`src/common/cprf_regs.svh`:
```
`ifndef CPRF_REGS_SVH
`define CPRF_REGS_SVH
// Overview of operation
// stream-out records are written only while the stream-out enable is set
// each hevc stream-out line holds four quarter lines, one pu each
// pu skip flag at bit 0, 48-bit cbf at bits 63:16
// superblock exceed flag at bit 1, meaningful on final pu only
// 18-bit residual coefficient bit count at bits 81:64
// 18-bit pu syntax bit count at bits 113:96
// 32-bit tile bit count at bits 31:0, header data and tail
// tile x at 79:64, y at 95:80, zeros at 63:32 and 127:96
// vp9 record: per-4x4 skip flags in bits 3:0, down to 8x8
// two-bit inter motion mode per 4x4 in bits 11:4
// 13-bit non-zero coefficient count at bits 28:16
// 16-bit coefficient bit total at bits 47:32
// block bit total at bits 63:48
// vp9 superblock is 64x64 only, 64 records per superblock
// partial superblocks at frame edge accepted down to 8x8
// software lays cu records as cache-aligned double words
// transform count minus one in dw6 27:24, at most 16
// quantiser sign bit 31, magnitude 30:24, range ends at 51
// dw7 bit 23 forces all cu coefficients to zero
// bit 22 selects raw pcm and overrides prediction kind
// software sets bit 21 only on final cu of the largest unit
// chroma intra mode 10:8 decode, code 1 reserved
// reserved quarter-line bits are written as zero
`define CPRF_Q_SKIP         0
`define CPRF_Q_SB_EXCEED    1
`define CPRF_Q_CBF_LO       16
`define CPRF_Q_COEF_LO      64
`define CPRF_Q_PU_LO        96
`define CPRF_T_POSX_LO      64
`define CPRF_T_POSY_LO      80
`define CPRF_V_SKIP_LO      0
`define CPRF_V_MODE_LO      4
`define CPRF_V_NZ_LO        16
`define CPRF_V_CBITS_LO     32
`define CPRF_V_BBITS_LO     48
`define CPRF_QUARTERS       4
`define CPRF_SB_RECORDS     64
`define CPRF_DW7_QP_SIGN    31
`define CPRF_DW7_QP_LO      24
`define CPRF_DW7_ZERO       23
`define CPRF_DW7_PCM        22
`define CPRF_DW7_LAST       21
`define CPRF_DW7_PRED       15
`define CPRF_DW7_CHROMA_LO  8
`define CPRF_DW6_TUC_LO     24
`define CPRF_QP_MAX         7'h33
`endif

```
`src/common/cprf_pkg.sv`:
```
package cprf_pkg;
	typedef struct packed {
		logic        skip;
		logic        sb_exceed;
		logic [47:0] cbf;
		logic [17:0] coef_bits;
		logic [17:0] pu_bits;
	} cprf_pu_stat_t;
	typedef struct packed {
		logic [31:0] bit_count;
		logic [15:0] pos_x;
		logic [15:0] pos_y;
	} cprf_tile_stat_t;
	typedef struct packed {
		logic [3:0]  skip;
		logic [7:0]  inter_motion_mode;
		logic [12:0] nz_count;
		logic [15:0] coefficient_bit_total;
		logic [15:0] block_bit_total;
	} cprf_blk_stat_t;
	typedef enum logic [2:0] {
		CPRF_CH_DERIVED = 3'h0, CPRF_CH_RSVD = 3'h1, CPRF_CH_PLANAR = 3'h2,
		CPRF_CH_VERT = 3'h3, CPRF_CH_HORZ = 3'h4, CPRF_CH_DC = 3'h5
	} cprf_chroma_t;
	typedef struct packed {
		logic        qp_sign;
		logic [6:0]  qp_mag;
		logic        zero_coef;
		logic        raw_pcm_select;
		logic        last_cu;
		logic        prediction_kind;
		logic [2:0]  chroma_mode;
		logic        chroma_valid;
		logic        qp_valid;
		logic [4:0]  transform_count;
	} cprf_cu_dec_t;
endpackage

```
`src/hdl/cprf_record_formatter.sv`:
```
`timescale 1ns/1ps
`include "cprf_regs.svh"
module cprf_record_formatter
	import cprf_pkg::*;
(
	// clock and reset
	input  wire logic                 i_clk_sys,
	input  wire logic                 i_rst_b,
	// configuration
	input  wire logic                 i_streamout_en,
	// hevc pu statistics in
	input  wire logic                 i_pu_valid,
	input  wire cprf_pu_stat_t        i_pu_stat,
	// hevc tile statistics in
	input  wire logic                 i_tile_valid,
	input  wire cprf_tile_stat_t      i_tile_stat,
	// vp9 block statistics in
	input  wire logic                 i_blk_valid,
	input  wire cprf_blk_stat_t       i_blk_stat,
	// cu input record in
	input  wire logic                 i_cu_valid,
	input  wire logic [31:0]          i_cu_dw6,
	input  wire logic [31:0]          i_cu_dw7,
	// hevc pu stream-out line
	output logic                      o_pu_line_valid,
	output logic [511:0]              o_pu_line,
	// hevc tile stream-out line
	output logic                      o_tile_valid,
	output logic [127:0]              o_tile_rec,
	// vp9 block stream-out record
	output logic                      o_blk_valid,
	output logic [63:0]               o_blk_rec,
	output logic                      o_sb_done,
	// decoded cu record
	output logic                      o_cu_valid,
	output cprf_cu_dec_t              o_cu_dec
);
	// ***********************************
	// hevc quarter-line packing
	// ***********************************
	logic [127:0] q_rec;
	logic [511:0] line_r;
	logic [1:0]   qidx_r;
	logic [1:0]   qidx_nxt;
	logic         line_done;
	// quarter record, reserved bits zero
	always_comb begin
		q_rec = '0;
		q_rec[`CPRF_Q_SKIP] = i_pu_stat.skip;
		q_rec[`CPRF_Q_SB_EXCEED] = i_pu_stat.sb_exceed;
		q_rec[`CPRF_Q_CBF_LO +: 48] = i_pu_stat.cbf;
		q_rec[`CPRF_Q_COEF_LO +: 18] = i_pu_stat.coef_bits;
		q_rec[`CPRF_Q_PU_LO +: 18] = i_pu_stat.pu_bits;
	end
	// quarter slot advance and line completion
	assign line_done = i_streamout_en && i_pu_valid && (qidx_r == 2'(`CPRF_QUARTERS - 1));
	assign qidx_nxt  = (i_streamout_en && i_pu_valid) ? qidx_r + 2'h1 : qidx_r;
	// gather four quarters into one line
	always_ff @(posedge i_clk_sys) begin
		if (!i_rst_b) begin
			qidx_r          <= 2'h0;
			line_r          <= '0;
			o_pu_line_valid <= 1'b0;
			o_pu_line       <= '0;
		end else begin
			qidx_r          <= i_streamout_en ? qidx_nxt : 2'h0;
			o_pu_line_valid <= line_done;
			if (i_streamout_en && i_pu_valid) begin
				line_r[qidx_r*128 +: 128] <= q_rec;
			end
			if (line_done) begin
				o_pu_line <= {q_rec, line_r[383:0]};
			end
		end
	end
	// ***********************************
	// hevc tile record
	// ***********************************
	logic [127:0] tile_rec;
	always_comb begin
		tile_rec = '0;
		tile_rec[31:0] = i_tile_stat.bit_count;
		tile_rec[`CPRF_T_POSX_LO +: 16] = i_tile_stat.pos_x;
		tile_rec[`CPRF_T_POSY_LO +: 16] = i_tile_stat.pos_y;
	end
	always_ff @(posedge i_clk_sys) begin
		if (!i_rst_b) begin
			o_tile_valid <= 1'b0;
			o_tile_rec   <= '0;
		end else begin
			o_tile_valid <= i_streamout_en && i_tile_valid;
			if (i_streamout_en && i_tile_valid) begin
				o_tile_rec <= tile_rec;
			end
		end
	end
	// ***********************************
	// vp9 block record
	// ***********************************
	logic [63:0] blk_rec;
	logic [5:0]  rec_cnt_r;
	logic        sb_last;
	logic        blk_take;
	always_comb begin
		blk_rec = '0;
		blk_rec[`CPRF_V_SKIP_LO +: 4] = i_blk_stat.skip;
		blk_rec[`CPRF_V_MODE_LO +: 8] = i_blk_stat.inter_motion_mode;
		blk_rec[`CPRF_V_NZ_LO +: 13] = i_blk_stat.nz_count;
		blk_rec[`CPRF_V_CBITS_LO +: 16] = i_blk_stat.coefficient_bit_total;
		blk_rec[`CPRF_V_BBITS_LO +: 16] = i_blk_stat.block_bit_total;
	end
	// partial superblocks still emit all slots; absent 8x8s come in as zero records
	assign blk_take = i_streamout_en && i_blk_valid;
	assign sb_last  = blk_take && (rec_cnt_r == 6'(`CPRF_SB_RECORDS - 1));
	always_ff @(posedge i_clk_sys) begin
		if (!i_rst_b) begin
			o_blk_valid <= 1'b0;
			o_blk_rec   <= '0;
			o_sb_done   <= 1'b0;
			rec_cnt_r   <= 6'h0;
		end else begin
			o_blk_valid <= blk_take;
			o_sb_done   <= sb_last;
			if (blk_take) begin
				o_blk_rec <= blk_rec;
				rec_cnt_r <= rec_cnt_r + 6'h1;
			end else if (!i_streamout_en) begin
				rec_cnt_r <= 6'h0;
			end
		end
	end
	// ***********************************
	// cu input record decode
	// ***********************************
	cprf_cu_dec_t cu_dec;
	logic [2:0]   chroma_raw;
	logic [3:0]   tuc_m1;
	assign chroma_raw = i_cu_dw7[`CPRF_DW7_CHROMA_LO +: 3];
	assign tuc_m1     = i_cu_dw6[`CPRF_DW6_TUC_LO +: 4];
	always_comb begin
		cu_dec = '0;
		cu_dec.qp_sign   = i_cu_dw7[`CPRF_DW7_QP_SIGN];
		cu_dec.qp_mag    = i_cu_dw7[`CPRF_DW7_QP_LO +: 7];
		// positive values above the top of range are flagged
		cu_dec.qp_valid  = i_cu_dw7[`CPRF_DW7_QP_SIGN] ||
			(i_cu_dw7[`CPRF_DW7_QP_LO +: 7] <= `CPRF_QP_MAX);
		cu_dec.zero_coef = i_cu_dw7[`CPRF_DW7_ZERO];
		cu_dec.raw_pcm_select = i_cu_dw7[`CPRF_DW7_PCM];
		cu_dec.last_cu   = i_cu_dw7[`CPRF_DW7_LAST];
		// raw pcm overrides prediction kind
		cu_dec.prediction_kind = i_cu_dw7[`CPRF_DW7_PRED] && !i_cu_dw7[`CPRF_DW7_PCM];
		cu_dec.chroma_mode  = chroma_raw;
		cu_dec.chroma_valid = (chroma_raw != CPRF_CH_RSVD) && (chroma_raw <= CPRF_CH_DC);
		cu_dec.transform_count = {1'b0, tuc_m1} + 5'h1;
	end
	always_ff @(posedge i_clk_sys) begin
		if (!i_rst_b) begin
			o_cu_valid <= 1'b0;
			o_cu_dec   <= '0;
		end else begin
			o_cu_valid <= i_cu_valid;
			if (i_cu_valid) begin
				o_cu_dec <= cu_dec;
			end
		end
	end
endmodule // cprf_record_formatter

```
`config.mk`:
```
export PLATFORM = sky130hd
export DESIGN_NAME = cprf_record_formatter
export DESIGN_NICKNAME = d
export VERILOG_FILES = /design/src/common/cprf_pkg.sv /design/src/hdl/cprf_record_formatter.sv
export VERILOG_INCLUDE_DIRS = /design/src /design/src/common
export SDC_FILE = /design/constraint.sdc
export NUM_CORES = 2
export LEC_CHECK = 0
export BUFFER_PORTS_ARGS = -buffer_cell sky130_fd_sc_hd__buf_4
export CAP_MARGIN = 40
export CORE_AREA = 2 2 396 398
export DETAILED_ROUTE_END_ITERATION = 10
export DIE_AREA = 0 0 398 400
export PLACE_DENSITY = 0.45
export SLEW_MARGIN = 40
export SYNTH_ARGS = -nofsm -noshare
export SYNTH_HDL_FRONTEND = slang
export SYNTH_SLANG_ARGS = --single-unit
```
`constraint.sdc`:
```
create_clock -name i_clk_sys -period 3.14 [get_ports i_clk_sys]
set_input_delay 0.157 -clock i_clk_sys [delete_from_list [all_inputs] [get_ports i_clk_sys]]
set_output_delay 0.157 -clock i_clk_sys [all_outputs]
set_load 0.05 [all_outputs]
```
==> impl_metrics.ini <==
[outcome]
outcome = completed

[global_route]
first_global_vias = 22700
gr-total-overflow = 0
grt_pass1_wl_um = 159000
track_usage_pct = 13.5
antenna_found_initial = 28
grt_max_degree = 150

[floorplanning]
start_util_pct = 17.5
die_area_mm2 = 0.159
core_area_mm2 = 0.155
std_cell_rows = 145
io_pins = 1009
die_h_um = 400
die_width_um = 398

[critical_path]
timing.critical_path.max_delay_family = buffers and inverters
worstSetupPathDepth = 6
critical-path-max-stage-delay_ns = 0.53
crit_chain = inv_2 -> ha_1 -> inv_1 -> nor4_4 -> buf_12 -> a32o_1
cp.required_ns = 3.76
path_buf_inv = 3
start_kind = flop
r2r_cells = 6
cp-end-kind = flop
worstPathMaxFanout = 46
crit_type = reg -> reg
cp_slowest_cell = dfxtp_1
crit_arrival_ns = 2.90

[route]
ant_nets = 0
first_pass_iters = 5
drtIter0Drc = 1288
drc = 0
drt-total-wl_um = 114000
vias = 24300
via_per_inst = 4.04
wl_per_cell_um = 18.9

[sta]
post-route-period-util_pct = 72.8
hold_viol = 0
period_minus_slack_ns = 2.29
fin_hold_ws_ns = 0.276
slew_headroom_pct = 48.2
fmax_mhz = 437
tightest_slew_ns = 0.777
rsz0062_at_grt = no
slew_viol_final = 0
tns_ns = 0
setup_violations = 0
fin_worst_skew_ns = 0.0178

[pwr]
swShare_pct = 27.0
p_int_w = 0.0169
power_density_mw_per_mm2 = 585
pwr-share-seq_pct = 42.5
total_power_w = 0.0232
clkPwrFrac_pct = 47.1
peakVddDrop_mv = 0.349
leakage_nw = 15.4
p_sw_w = 0.00626
comb_power_share_pct = 10.4

[clocking]
cts_tree = yes
clk_pin_slew_worst_paths_ns = 0.06
cts_buffers = 92
ctsHtreeMaxLevel = 3
ctsResizeCount = 0
root_buffer = clkbuf_16
cts_sinks = 758
hold_buffers = 251
clk_latency_ns = 0.68
cts_setup_buffers = 0
clock_path_buffers = 3

[place]
dpl.cell_count = 5589
place_congestion = 0.840
port_buffers = 724
dpl.hpwl_um = 77800
dpl-instance-area_mm2 = 0.0340

[logic_synthesis]
synth_area_mm2 = 0.0271
synth-seq-cells = 758
yosysTopAreaCell = dfxtp_1
yosys_warnings = 0
avgSynthCellArea_um2 = 9.02
synthDistinctLibCells = 33
synth_top_area_share_pct = 56.0
synth_area_leaders = dfxtp_1 56%, nand2_1 13%, a32o_1 9.5%
seq_area_frac_synth_pct = 56.0
synthFlopType = dfxtp_1
synth-edff-count = 0
syn-instance-count = 3006
synthArstFlopShare_pct = 0

[min_path]
hold_depth = 4
hp-class = in -> reg

[finish]
fill_cells = 16900
nets = 4162
finalNonFillerCells = 6023
final_cell_area_mm2 = 0.0396
areaGrowthSynthToFinish_pct = 46.2
drive_gt1_share_pct = 23.4

[job]
maxCapViolations = 0
-- synthesized netlist by cell type (7+ instances only) --
master	n
nor2_1	25
dfxtp_1	758
buf_4	240
ha_1	7
mux2i_1	17
buf_1	29
a21oi_1	472
clkbuf_1	158
buf_2	56
a32o_1	258
nand2_1	939
-- stage by stage --
step	util [%]	worst slack, ns
after global routing	25.5	0.687
after floorplan	-	1.15
after detailed placement	21.9	0.816
final	25.5	0.854
after CTS	25.5	0.808
after global placement	21.9	0.844
-- sequential cells by signal (all words and copies together) (netlist names) --
register / count
o_pu_line: 344
line_r: 258
o_tile_rec: 64
o_blk_rec: 57
o_cu_dec: 22
rec_cnt_r: 6
qidx_r: 2
o_blk_valid: 1
o_cu_valid: 1
o_pu_line_valid: 1
o_sb_done: 1
o_tile_valid: 1
-- cells by family after synthesis --
group | synth area share (%)
flops | 56.0
simple gates | 14.0
mux | 0.628
xor+xnor | 0.226
compound gates | 18.4
fa+ha+maj | 0.323
buf+inv | 10.4
other cells | 0.0138
-- metal layers --
| layer | wire (um) | vias up | GRT usage (%) |
|---|---|---|---|
| met4 | 3830 | 16 | 4.92 |
| met1 | 47000 | 11800 | 16.4 |
| met3 | 9510 | 169 | 4.73 |
| met5 | 92 | - | 0 |
| li1 | - | 11500 | - |
| met2 | 53300 | 808 | 21.9 |
-- path summary, 6_finish.rpt --
kind,startpoint,to,slack [ns]
max,qidx_r[0],line_r[230],0.85
min,i_blk_stat[47],o_blk_rec[6],0.28
max reg2reg,qidx_r[0],line_r[230],0.85
min reg2reg,line_r[163],o_pu_line[163],0.43
-- placed cells by master, fill, tap and decap left out, types with 3 or more instances in the layout --
cell type	n
a21oi_1	472
a32o_1	258
buf_12	23
buf_4	746
bufinv_16	6
clkbuf_1	29
clkbuf_16	93
clkbuf_8	21
clkinv_2	7
conb_1	239
dfxtp_1	758
diode_2	15
dlygate4sd3_1	251
ha_1	7
inv_1	3
inv_16	3
inv_6	4
mux2i_1	17
nand2_1	937
nand2b_1	3
nand3_1	3
nand4_1	3
nor2_1	25
o21ai_0	3
xnor2_1	3
xor2_1	4
-- power groups by stage --
stage | logic [W] | registers [W] | clock network [W]
after detailed placement | 0.00216 | 0.0101 | 0
after global routing | 0.00255 | 0.00986 | 0.0117
after floorplan | 0.00128 | 0.0103 | 0
after global placement | 0.00216 | 0.0101 | 0
after CTS | 0.00243 | 0.00985 | 0.0113
final | 0.00242 | 0.00985 | 0.0109
-- worst min-delay path: cells and delay by family --
family / cells / cell delay [ns]
and+or+nand+nor: 1 / 0.04
AOI/OAI and AO/OA: 1 / 0.10
buffers and inverters: 2 / 0.61
-- layout make-up --
class                      count  area [um^2]  share of cell area (%)
inverter                       5         26.3                  0.0663
clock inverter                24          373                   0.941
sequential                   758        15200                    38.3
clock buffer                 143         2730                    6.88
timing repair buffer        1023         8630                    21.8
antenna                       15         37.5                  0.0947
multi-input combinational   1997        10100                    25.5
tap                         2058         2570                    6.50
Power figures use the tool's default switching activity.
